`src/motor_pwm_defs.vh`:
```
`ifndef MOTOR_PWM_DEFS_VH
`define MOTOR_PWM_DEFS_VH

// ****************************************
// register byte offsets
// ****************************************
`define OFS_MODE_CONTROL 6'h00
`define OFS_RUN_CONTROL 6'h04
`define OFS_COUNT_STATUS 6'h08
`define OFS_CARRIER_COUNT 6'h0C
`define OFS_PERIOD 6'h10
`define OFS_CMP_U 6'h14
`define OFS_CMP_V 6'h18
`define OFS_CMP_W 6'h1C
`define OFS_ENG_U 6'h20
`define OFS_ENG_V 6'h24
`define OFS_ENG_W 6'h28
`define OFS_IRQ_STATUS 6'h2C
`define OFS_IRQ_MASK 6'h30

// ****************************************
// mode control fields
// ****************************************
`define MC_SHAPE 0
`define MC_CYCLE_LO 1
`define MC_CYCLE_HI 2
`define MC_TIMING 3
`define MC_DUTY 4
`define MC_SYNC_LO 8
`define MC_SYNC_HI 9
`define MC_EDGE_U_HI 11
`define MC_EDGE_V_HI 13
`define MC_EDGE_W_HI 15
`define MC_WRITE_MASK 16'hFF7F
`define MC_RESET 16'h0000

// ****************************************
// run control fields
// ****************************************
`define RC_RUN 0
`define RC_LINK 1
`define RC_SWITCH 2
`define RC_WIDTH 3

// ****************************************
// encodings and constants
// ****************************************
`define CYCLE_HALF 2'h0
`define CYCLE_ONE 2'h1
`define CYCLE_TWO 2'h2
`define SYNC_AUTO 2'h0
`define SYNC_BOTTOM 2'h1
`define SYNC_PEAK 2'h2
`define SYNC_BOTH 2'h3
`define CARRIER_BOTTOM 16'h0001
`define IRQ_BIT_PWM 0
`define IRQ_BIT_LOAD 1
`define IRQ_WIDTH 2

`endif

```
`src/carrier_counter.v`:
```
`include "motor_pwm_defs.vh"

// ****************************************
// up-down carrier counter
// ****************************************
module carrier_counter #(
  parameter WIDTH = 16
) (
  input wire ref_clk,
  input wire rst_b,
  input wire run,
  input wire triangular,
  input wire [WIDTH-1:0] period,
  output reg [WIDTH-1:0] count_q,
  output reg down_q
);

  localparam [WIDTH-1:0] BOTTOM = `CARRIER_BOTTOM;

  always @(posedge ref_clk or negedge rst_b) begin
    if (!rst_b) begin
      count_q <= BOTTOM;
      down_q <= 1'b0;
    end else if (!run) begin
      // idle value depends on carrier shape
      count_q <= triangular ? period : BOTTOM;
      down_q <= 1'b0;
    end else if (!triangular) begin
      down_q <= 1'b0;
      if (count_q >= period) begin
        count_q <= BOTTOM;
      end else begin
        count_q <= count_q + BOTTOM;
      end
    end else if (down_q) begin
      // turn around at the bottom
      if (count_q <= BOTTOM) begin
        down_q <= 1'b0;
        count_q <= count_q + BOTTOM;
      end else begin
        count_q <= count_q - BOTTOM;
      end
    end else begin
      // turn around at the peak
      if (count_q >= period) begin
        down_q <= 1'b1;
        count_q <= count_q - BOTTOM;
      end else begin
        count_q <= count_q + BOTTOM;
      end
    end
  end

endmodule // carrier_counter

```
`src/motor_pwm_carrier_control.v`:
```
// What this block does
// - duty mode 0 shares U compare on all phases; 1 uses own registers.
// - timing bit 0 fires at bottom (count 0x0001); 1 fires at peak.
// - sawtooth carrier always fires interrupt at peak.
// - cycle field 00 fires at both peak and bottom.
// - cycle field 00/01/10/11 gives half, one, two, four periods.
// - cycle field only matters with triangular carrier.
// - shape 0 sawtooth edge-aligned; shape 1 triangular center-aligned.
// - update timing 00 loads at both if cycle 00, else at peak.
// - update timing 01 bottom, 10 peak, 11 both.
// - timing 11 or 00/00: edge bit1 0 own up, engine down; else engine.
// - source switching only when link, switch enable and shape all 1.
// - sawtooth carrier loads buffers at peak whatever update timing.
// - while run enable is 0, buffered registers update on write.
// - edge setting 00 unfixed, 01 reserved, 10 rise, 11 fall at bottom.
//
// Register access over Avalon-MM and the register addresses were decided locally.
`include "motor_pwm_defs.vh"

module motor_pwm_carrier_control #(
  parameter WIDTH = 16
) (
  input wire ref_clk,
  input wire rst_b,
  input wire [5:0] address,
  input wire read,
  input wire write,
  input wire [31:0] writedata,
  output reg [31:0] readdata,
  output reg waitrequest,
  output reg irq,
  output reg pwm_irq_req,
  output reg [WIDTH-1:0] carrier_count,
  output reg count_down,
  output reg [WIDTH-1:0] phase_u_level,
  output reg [WIDTH-1:0] phase_v_level,
  output reg [WIDTH-1:0] phase_w_level
);

  // ****************************************
  // state
  // ****************************************
  reg [15:0] mode_q;
  reg [`RC_WIDTH-1:0] run_ctl_q;
  reg [WIDTH-1:0] prd_buf_q;
  reg [WIDTH-1:0] prd_q;
  reg [WIDTH-1:0] cmp_buf_q [0:2];
  reg [WIDTH-1:0] cmp_q [0:2];
  reg [WIDTH-1:0] eng_buf_q [0:2];
  reg [WIDTH-1:0] eng_q [0:2];
  reg [`IRQ_WIDTH-1:0] irq_stat_q;
  reg [`IRQ_WIDTH-1:0] irq_mask_q;
  reg [1:0] period_cnt_q;
  reg [31:0] rd_d;
  reg [`IRQ_WIDTH-1:0] irq_stat_d;
  wire [WIDTH-1:0] cnt;
  wire down;
  integer i;

  wire run = run_ctl_q[`RC_RUN];
  wire tri_mode = mode_q[`MC_SHAPE];
  wire [1:0] cycle = mode_q[`MC_CYCLE_HI:`MC_CYCLE_LO];
  wire [1:0] sync = mode_q[`MC_SYNC_HI:`MC_SYNC_LO];
  wire do_write = write && !waitrequest;
  wire do_read = read && !waitrequest;

  // ****************************************
  // carrier counter
  // ****************************************
  carrier_counter #(
    .WIDTH(WIDTH)
  ) u_counter (
    .ref_clk(ref_clk),
    .rst_b(rst_b),
    .run(run),
    .triangular(tri_mode),
    .period(prd_q),
    .count_q(cnt),
    .down_q(down)
  );

  wire at_peak = run && (cnt == prd_q);
  wire at_bottom = run && tri_mode && (cnt == `CARRIER_BOTTOM);

  // ****************************************
  // interrupt request timing
  // ****************************************
  wire half_cycle = tri_mode && (cycle == `CYCLE_HALF);
  wire sel_event = mode_q[`MC_TIMING] ? at_peak : at_bottom;
  reg fire;

  always @* begin
    fire = 1'b0;
    if (!tri_mode) begin
      fire = at_peak;
    end else if (cycle == `CYCLE_HALF) begin
      fire = at_peak || at_bottom;
    end else if (cycle == `CYCLE_ONE) begin
      fire = sel_event;
    end else if (cycle == `CYCLE_TWO) begin
      fire = sel_event && (period_cnt_q[0] == 1'b0);
    end else begin
      fire = sel_event && (period_cnt_q == 2'h0);
    end
  end

  always @(posedge ref_clk or negedge rst_b) begin
    if (!rst_b) begin
      period_cnt_q <= 2'h0;
    end else if (!run || !tri_mode) begin
      period_cnt_q <= 2'h0;
    end else if (sel_event) begin
      period_cnt_q <= period_cnt_q + 2'h1;
    end
  end

  // ****************************************
  // double buffer load timing
  // ****************************************
  reg load;

  always @* begin
    load = 1'b0;
    if (!tri_mode) begin
      load = at_peak;
    end else if (sync == `SYNC_AUTO) begin
      load = half_cycle ? (at_peak || at_bottom) : at_peak;
    end else if (sync == `SYNC_BOTTOM) begin
      load = at_bottom;
    end else if (sync == `SYNC_PEAK) begin
      load = at_peak;
    end else begin
      load = at_peak || at_bottom;
    end
  end

  // ****************************************
  // compare source selection
  // ****************************************
  wire switch_ok = run_ctl_q[`RC_LINK] && run_ctl_q[`RC_SWITCH] &&
    tri_mode;
  wire split_sync = (sync == `SYNC_BOTH) ||
    ((sync == `SYNC_AUTO) && (cycle == `CYCLE_HALF));

  // edge bit1 set means edge fixed to bottom (10/11)
  function [WIDTH-1:0] pick;
    input [WIDTH-1:0] own;
    input [WIDTH-1:0] eng;
    input edge_hi;
    begin
      if (!switch_ok) begin
        pick = own;
      end else if (split_sync && !edge_hi && !down) begin
        pick = own;
      end else begin
        pick = eng;
      end
    end
  endfunction

  // shared U compare in common duty mode
  wire duty_ind = mode_q[`MC_DUTY];
  wire [WIDTH-1:0] own_v = duty_ind ? cmp_q[1] : cmp_q[0];
  wire [WIDTH-1:0] own_w = duty_ind ? cmp_q[2] : cmp_q[0];

  always @(posedge ref_clk or negedge rst_b) begin
    if (!rst_b) begin
      phase_u_level <= {WIDTH{1'b0}};
      phase_v_level <= {WIDTH{1'b0}};
      phase_w_level <= {WIDTH{1'b0}};
      carrier_count <= {WIDTH{1'b0}};
      count_down <= 1'b0;
      pwm_irq_req <= 1'b0;
    end else begin
      phase_u_level <= pick(cmp_q[0], eng_q[0], mode_q[`MC_EDGE_U_HI]);
      phase_v_level <= pick(own_v, eng_q[1], mode_q[`MC_EDGE_V_HI]);
      phase_w_level <= pick(own_w, eng_q[2], mode_q[`MC_EDGE_W_HI]);
      carrier_count <= cnt;
      count_down <= down && tri_mode;
      pwm_irq_req <= fire;
    end
  end

  // ****************************************
  // register writes and buffer loads
  // ****************************************
  wire wr_prd = do_write && (address == `OFS_PERIOD);

  always @(posedge ref_clk or negedge rst_b) begin
    if (!rst_b) begin
      mode_q <= `MC_RESET;
      run_ctl_q <= {`RC_WIDTH{1'b0}};
      irq_mask_q <= {`IRQ_WIDTH{1'b0}};
      prd_buf_q <= {WIDTH{1'b0}};
      prd_q <= {WIDTH{1'b0}};
      for (i = 0; i < 3; i = i + 1) begin
        cmp_buf_q[i] <= {WIDTH{1'b0}};
        cmp_q[i] <= {WIDTH{1'b0}};
        eng_buf_q[i] <= {WIDTH{1'b0}};
        eng_q[i] <= {WIDTH{1'b0}};
      end
    end else begin
      if (do_write && (address == `OFS_MODE_CONTROL)) begin
        mode_q <= writedata[15:0] & `MC_WRITE_MASK;
      end
      if (do_write && (address == `OFS_RUN_CONTROL)) begin
        run_ctl_q <= writedata[`RC_WIDTH-1:0];
      end
      if (do_write && (address == `OFS_IRQ_MASK)) begin
        irq_mask_q <= writedata[`IRQ_WIDTH-1:0];
      end
      if (wr_prd) begin
        prd_buf_q <= writedata[WIDTH-1:0];
      end
      for (i = 0; i < 3; i = i + 1) begin
        if (do_write && (address == `OFS_CMP_U + 4 * i)) begin
          cmp_buf_q[i] <= writedata[WIDTH-1:0];
        end
        if (do_write && (address == `OFS_ENG_U + 4 * i)) begin
          eng_buf_q[i] <= writedata[WIDTH-1:0];
        end
      end
      if (!run) begin
        // stopped: buffers pass straight through
        prd_q <= wr_prd ? writedata[WIDTH-1:0] : prd_buf_q;
        for (i = 0; i < 3; i = i + 1) begin
          cmp_q[i] <= cmp_buf_q[i];
          eng_q[i] <= eng_buf_q[i];
        end
      end else if (load) begin
        prd_q <= prd_buf_q;
        for (i = 0; i < 3; i = i + 1) begin
          cmp_q[i] <= cmp_buf_q[i];
          eng_q[i] <= eng_buf_q[i];
        end
      end
    end
  end

  // ****************************************
  // interrupt status, read clears
  // ****************************************
  always @* begin
    irq_stat_d = irq_stat_q;
    if (do_read && (address == `OFS_IRQ_STATUS)) begin
      irq_stat_d = irq_stat_q & ~readdata[`IRQ_WIDTH-1:0];
    end
    // new events win over the clear
    if (fire) begin
      irq_stat_d[`IRQ_BIT_PWM] = 1'b1;
    end
    if (run && load) begin
      irq_stat_d[`IRQ_BIT_LOAD] = 1'b1;
    end
  end

  always @(posedge ref_clk or negedge rst_b) begin
    if (!rst_b) begin
      irq_stat_q <= {`IRQ_WIDTH{1'b0}};
      irq <= 1'b0;
    end else begin
      irq_stat_q <= irq_stat_d;
      irq <= |(irq_stat_d & irq_mask_q);
    end
  end

  // ****************************************
  // avalon slave: one wait state
  // ****************************************
  always @* begin
    rd_d = 32'h00000000;
    if (address == `OFS_MODE_CONTROL) begin
      rd_d[15:0] = mode_q;
    end else if (address == `OFS_RUN_CONTROL) begin
      rd_d[`RC_WIDTH-1:0] = run_ctl_q;
    end else if (address == `OFS_COUNT_STATUS) begin
      rd_d[0] = down && tri_mode;
    end else if (address == `OFS_CARRIER_COUNT) begin
      rd_d[WIDTH-1:0] = cnt;
    end else if (address == `OFS_PERIOD) begin
      rd_d[WIDTH-1:0] = prd_buf_q;
    end else if (address == `OFS_CMP_U) begin
      rd_d[WIDTH-1:0] = cmp_buf_q[0];
    end else if (address == `OFS_CMP_V) begin
      rd_d[WIDTH-1:0] = cmp_buf_q[1];
    end else if (address == `OFS_CMP_W) begin
      rd_d[WIDTH-1:0] = cmp_buf_q[2];
    end else if (address == `OFS_ENG_U) begin
      rd_d[WIDTH-1:0] = eng_buf_q[0];
    end else if (address == `OFS_ENG_V) begin
      rd_d[WIDTH-1:0] = eng_buf_q[1];
    end else if (address == `OFS_ENG_W) begin
      rd_d[WIDTH-1:0] = eng_buf_q[2];
    end else if (address == `OFS_IRQ_STATUS) begin
      rd_d[`IRQ_WIDTH-1:0] = irq_stat_q;
    end else if (address == `OFS_IRQ_MASK) begin
      rd_d[`IRQ_WIDTH-1:0] = irq_mask_q;
    end
  end

  always @(posedge ref_clk or negedge rst_b) begin
    if (!rst_b) begin
      waitrequest <= 1'b1;
      readdata <= 32'h00000000;
    end else if ((read || write) && waitrequest) begin
      waitrequest <= 1'b0;
      readdata <= read ? rd_d : 32'h00000000;
    end else begin
      waitrequest <= 1'b1;
    end
  end

endmodule // motor_pwm_carrier_control

```
`config.mk`:
```
export PLATFORM = sky130hd
export DESIGN_NAME = motor_pwm_carrier_control
export DESIGN_NICKNAME = d
export VERILOG_FILES = /design/src/carrier_counter.v /design/src/motor_pwm_carrier_control.v
export VERILOG_INCLUDE_DIRS = /design/src /design/src/src
export SDC_FILE = /design/constraint.sdc
export NUM_CORES = 1
export LEC_CHECK = 0
export BUFFER_PORTS_ARGS = -buffer_cell sky130_fd_sc_hd__buf_2
export CORE_ASPECT_RATIO = 1.25
export CORE_MARGIN = 4
export CORE_UTILIZATION = 50
export DETAILED_ROUTE_END_ITERATION = 10
export PLACE_DENSITY_LB_ADDON = 0.15
export SYNTH_ARGS = -nofsm -noshare
export SYNTH_HDL_FRONTEND = slang
export SYNTH_SLANG_ARGS = --single-unit
```
`constraint.sdc`:
```
create_clock -name ref_clk -period 5.2 [get_ports ref_clk]
set_input_delay 0.26 -clock ref_clk [delete_from_list [all_inputs] [get_ports ref_clk]]
set_output_delay 0.26 -clock ref_clk [all_outputs]
set_load 0.02 [all_outputs]
```
**Yosys cells after proc, flatten, opt, wreduce, memory -nomap -nowiden**

Index checks and enable logic that the tools add are counted.

- Output and inout bits: 100
- Logic and storage cells: 167
- Input bits: 42
- Register bits: 365

- Bitwise logic cells: 4
- Eq/ne operators: 20
- $lt $le $gt $ge: 2
- Add/sub/neg operators: 3
- Reductions and logical operators: 48
- Multiplexer cells: 60

Operators with widths:

| cell | count |
|---|---|
| $mux 16 | 27 |
| $mux 48 | 4 |
| $logic_and 1x1->1 | 31 |
| $eq 6x6->1 const B | 5 |
| $eq 6x5->1 const B | 4 |
| $mux 1 | 19 |
| $add 16x1->16 const B | 1 |
| $eq 16x1->1 const B | 1 |
| $eq 16x16->1 | 1 |
| $ge 16x16->1 | 1 |
| $le 16x1->1 const B | 1 |
| $sub 16x1->16 const B | 1 |
| $mux 15 | 1 |
| $mux 14 | 1 |
| $mux 13 | 1 |
| $eq 6x4->1 const B | 2 |
| $mux 2 | 6 |
| $logic_not 1->1 | 7 |
| $eq 2x2->1 const B | 3 |
| $eq 6x3->1 const B | 1 |
| $logic_not 2->1 | 3 |
| $logic_not 6->1 | 1 |
| $and 2x2->2 | 2 |
| $eq 2x1->1 const B | 2 |
| other kinds (8) | 11 |

**Depth between registers and ports, before layout**

- Word-level depth: 15
- Gate-level depth with buffers: 12
- Gate-level depth less buffers: 10

**By module**

Synthesis repeated with hierarchy kept, for this count alone.

- Cell total of the unflattened synthesis: 1,354
- Area, all modules: 16,519.6 um^2

By module, submodules not included:

| module | cells each | instances | area an instance (um^2) |
|---|---|---|---|
| motor_pwm_carrier_control | 1,117 | 1 | 14,614.0 |
| carrier_counter | 237 | 1 | 1,905.6 |

**Least setup slack after synthesis**

No wires, ideal clock.

- Kind: register to register
- Start point: reg u_counter.count_q[0]
- End point: reg u_counter.count_q[5]
- Slack: 2.494 ns
- Cell stages (with the launch flop): 11
- Period minus slack after synthesis: 2.706 ns
- Arrival time: 2.596 ns
- Cells stage by stage: dfstp_2 inv_1 ha_1 nand2b_1 a221o_1 a22oi_1 and2_0 clkbuf_1 o22a_1 a21oi_1 o41ai_1

- Longest elaborated chain between the ends: 5
- Elaborated cells on any way between the ends: 10

Ends and longest elaborated chain:

| item | RTL line | RTL |
|---|---|---|
| start: declaration | carrier_counter.v:14 | `output reg [WIDTH-1:0] count_q,` |
| start signal: assignment | carrier_counter.v:26 | `count_q <= triangular ? period : BOTTOM;` |
| start signal: assignment | carrier_counter.v:33 | `count_q <= count_q + BOTTOM;` |
| start signal: assignment | carrier_counter.v:39 | `count_q <= count_q + BOTTOM;` |
| $add 16x1->16 (tied with other cells) | carrier_counter.v:33, carrier_counter.v:39, carrier_counter.v:49 |  |
| $mux 16, on equally long branches | carrier_counter.v:45, carrier_counter.v:37 |  |
| $mux 16 | carrier_counter.v:35 | `end else if (down_q) begin` |
| $mux 16 (*) | carrier_counter.v:28 | `end else if (!triangular) begin` |
| $mux 16 (*) | carrier_counter.v:24 | `end else if (!run) begin` |

Mark *: on every way between the ends. The rest lies on a longest branch, timed or not.
A chain may end at the register's enable or synchronous reset.

**Final worst setup path**

- Start point: reg u_counter.count_q[13]
- End point: reg cmp_q[46] (netlist name)

- Longest elaborated chain between the ends: 8
- Elaborated cells on any way between the ends: 11

Ends and longest elaborated chain:

| item | RTL line | RTL |
|---|---|---|
| $eq 16x16->1 / $eq 16x1->1 (equally long branches) | n/a |  |
| $logic_and 1x1->1, on equally long branches | motor_pwm_carrier_control.v:82, motor_pwm_carrier_control.v:83 |  |
| $logic_or 1x1->1 | motor_pwm_carrier_control.v:127, motor_pwm_carrier_control.v:133 |  |
| $mux 1 | motor_pwm_carrier_control.v:130 | `` end else if (sync == `SYNC_PEAK) begin `` |
| $mux 1 | motor_pwm_carrier_control.v:128 | `` end else if (sync == `SYNC_BOTTOM) begin `` |
| $mux 1 | motor_pwm_carrier_control.v:126 | `` end else if (sync == `SYNC_AUTO) begin `` |
| $mux 1 (*) | motor_pwm_carrier_control.v:124 | `if (!tri_mode) begin` |
| $ne 2x1->1 (no line) (*) | n/a |  |
| end signal: indexed assignment | motor_pwm_carrier_control.v:198 | `cmp_q[i] <= {WIDTH{1'b0}};` |
| end signal: indexed assignment | motor_pwm_carrier_control.v:227 | `cmp_q[i] <= cmp_buf_q[i];` |
| end signal: indexed assignment | motor_pwm_carrier_control.v:233 | `cmp_q[i] <= cmp_buf_q[i];` |
| end: declaration | motor_pwm_carrier_control.v:48 | `reg [WIDTH-1:0] cmp_q [0:2];` |

Marks and branches as above.

==> out/qor.csv <==
metric;value;unit
met3_usage;4.285;%
synth-xor-area-share;1.125;%
grt_max_degree;123;
worstPathArrival;4.08;ns
p_clk_share;40.7;%
fp.dieH;205.3;um
num_rows;71;
seqPwrFrac;45.8;%
yosysSeqAreaShare;56.13;%
fin_crit_sh;69.61;%
setup_viol;0;
num_vias;11310;
postCtsSetupRepairBufs;0;
area_growth;13.57;%
rsz0062_at_grt;false;
drive_gt1_share;23.05;%
maxSlewHeadroom;21.28;%
p_int;4973;uW
hold_violations;0;
viasPerCell;5.710;
cts_max_level;2;
synth_edf_count;0;
drv_cap;0;
worstMarginPinSlew;1.176;ns
hp-class;input pin to flip-flop;
synth_area_leaders;dfrtp_1, mux2_2, nand2_1;
fp.dieW;165.8;um
nFillCells;2689;
portBuffers;109;
required;5.66;ns
switching_power;1822;uW
busiest_layer;met2;
final_core_util;58.18;%
fin_nets;1617;
ys_top_cells_by_count;nand2_1, dfrtp_1, mux2_2;
clock.fmax;276.3;MHz
synth_top_family_by_area;simple AND/OR/NAND/NOR gates;
post_synth.cell_area_avg;10.59;um^2
ys_types;67;
routed_wl;42100;um
grt_pass1_vias;11060;
synth_cells;1470;
cts_root_buf;clkbuf_16;
synth-seq-cells;349;
antenna_found_initial;1;
numCtsBuffers;35;
synthSimpleGateAreaFrac;14.29;%
drv_slew;0;
die-area;34030;um^2
peakVddDrop;0.2173;mV
cts_buffer_depth;3;
gr-usage-met2;40.88;%
gp_congestion;0.8882;
seqCellArea;8736;um^2
synth-main-ff-cell;dfrtp_1;
synth_warnings;0;
wire_per_inst;21.25;um
io_pins;142;
synth_top_cell_by_area;dfrtp_1;
synth.mux.area_fraction;11.04;%
p_comb_share;13.5;%
fin_setup_tns;0;ns
grt_pass1_wl;65470;um
ant_nets;0;
yosysTopAreaCellShare;55.79;%
drc_errors;0;
dp_hpwl;27510;um
period_needed;3.620;ns
cellLeakagePower;0.008854;uW
cts_tree;built;
hold_buffers;1;
multiInputGateArea;6246;um^2
status;finished, final reports clean;
cts_resized;0;
path_max_fanout;95;
gr-usage-met1;32.71;%
endpoint_kind;flip-flop;
dr.pass1.iters;5;
initialDrtViolationCount;834;
skew;0.01803;ns
crit_type;flip-flop to flip-flop;
start_util;51.23;%
grt.overflow.total;0;
grtUsageTotal;24.54;%
cts.sinks;349;
p_sw_share;26.82;%
synth_compound_area_share;11.45;%
synth_fa_ha_area_share;1.608;%
cp-start-kind;flip-flop;
synthesis.area;15560;um^2
synthArstFlopShare;100.0;%
p_per_area;384.4;nW/um^2
core-area;30380;um^2
clk_pin_slew;0.06;ns
synth_most_common_cell;nand2_1;
clock_latency;0.52;ns
==> layout make-up <==
| class | instances | share of cell area [%] |
|---|---|---|
| antenna | 1 | 0.01416 |
| clock buffer | 45 | 5.634 |
| clock inverter | 16 | 1.515 |
| inverter | 49 | 1.040 |
| multi-input combinational | 988 | 35.33 |
| sequential | 349 | 49.42 |
| tap | 401 | 2.838 |
| timing repair buffer | 132 | 4.204 |
==> registers in the layout (all words and copies together) (netlist names), 15 cells and up <==
| register | flops |
|---|---|
| readdata | 16 |
| phase_u_level | 16 |
| phase_w_level | 16 |
| cmp_buf_q | 48 |
| carrier_count | 16 |
| u_counter.count_q | 16 |
| prd_q | 16 |
| phase_v_level | 16 |
| mode_q | 15 |
| eng_q | 48 |
| cmp_q | 48 |
| eng_buf_q | 48 |
| prd_buf_q | 16 |
==> routing by layer <==
layer  up-vias  wire (um)
met2       358      20500
met1      5644      17550
met3        83       2614
met4         0       1435
li1       5226          -
met5         -          0
==> power by group through the flow <==
stage | Combinational [uW] | Sequential, uW | Clock [uW]
6_report | 918 | 3110 | 2760
5_1_grt | 1010 | 3140 | 2930
4_1_cts | 923 | 3110 | 2820
3_5_place_dp | 920 | 3160 | 0
3_3_place_gp | 908 | 3150 | 0
2_1_floorplan | 576 | 3170 | 0
==> through the flow <==
stage                     hold WS, ns  setup WS, ns  total power, uW  area, um^2  instances
after detailed placement       0.3993         1.592             4080       16400       1918
after global routing          0.05826         1.365             7087       17670       1980
after CTS                     0.03860         1.570             6855       17670       1980
after floorplan              -0.03559         2.494             3744       15620       1485
final                         0.06081         1.580             6796       17680       1981
after global placement         0.3909         1.635             4063       16400       1918
==> cells by family (layout without fill, tap and decap cells) <==
kind of cell    Yosys count  after routing
compound gates          261            261
xor+xnor                 20             20
fa+ha+maj                20             20
buf+inv                 148            242
flops                   349            349
mux                     153            153
other cells               1             17
simple gates            518            518
==> critical path, cell delays in order (launching register included) <==
cell and delay, ns:
dfrtp_1 0.55, ha_1 0.40, nand4_1 0.14, nor4_1 0.60
and4_1 0.39, o32ai_2 0.10, buf_4 0.23, nand2_2 0.10
buf_4 0.75, nand2_1 0.16, nand2_1 0.10
==> cells in the final DEF (no fill, tap or decap), drive strengths merged, types with 6 or more instances in the layout <==
cell type and count:
nand2 377, dfrtp 347, mux2 149, buf 131, o21ai 64, a21oi 62
inv 49, nor2 47, clkbuf 45, a22oi 34, a221o 23, a221oi 23
nor2b 22, ha 20, conb 16, nand3 14, xnor2 13, nor3 13
a32oi 10, nor4 10, clkinv 8, xor2 7, bufinv 7, nand4 6
nand2b 6, o31ai 6, a22o 6, a31oi 6, and2 6
==> final timing paths <==
kind,slack (ns),startpoint,cells after the start,to
max in group asynchronous,3.63,rst_b,3,eng_buf_q[2]
worst min register to register,0.46,eng_q[39],2,eng_q[39]
worst min-delay path,0.06,read,3,readdata[0]
worst max register to register,1.58,u_counter.count_q[13],10,cmp_q[46]
worst max-delay path,1.58,u_counter.count_q[13],10,cmp_q[46]
min in group asynchronous,0.42,rst_b,2,carrier_count[12]
Power figures use the tool's default switching activity.
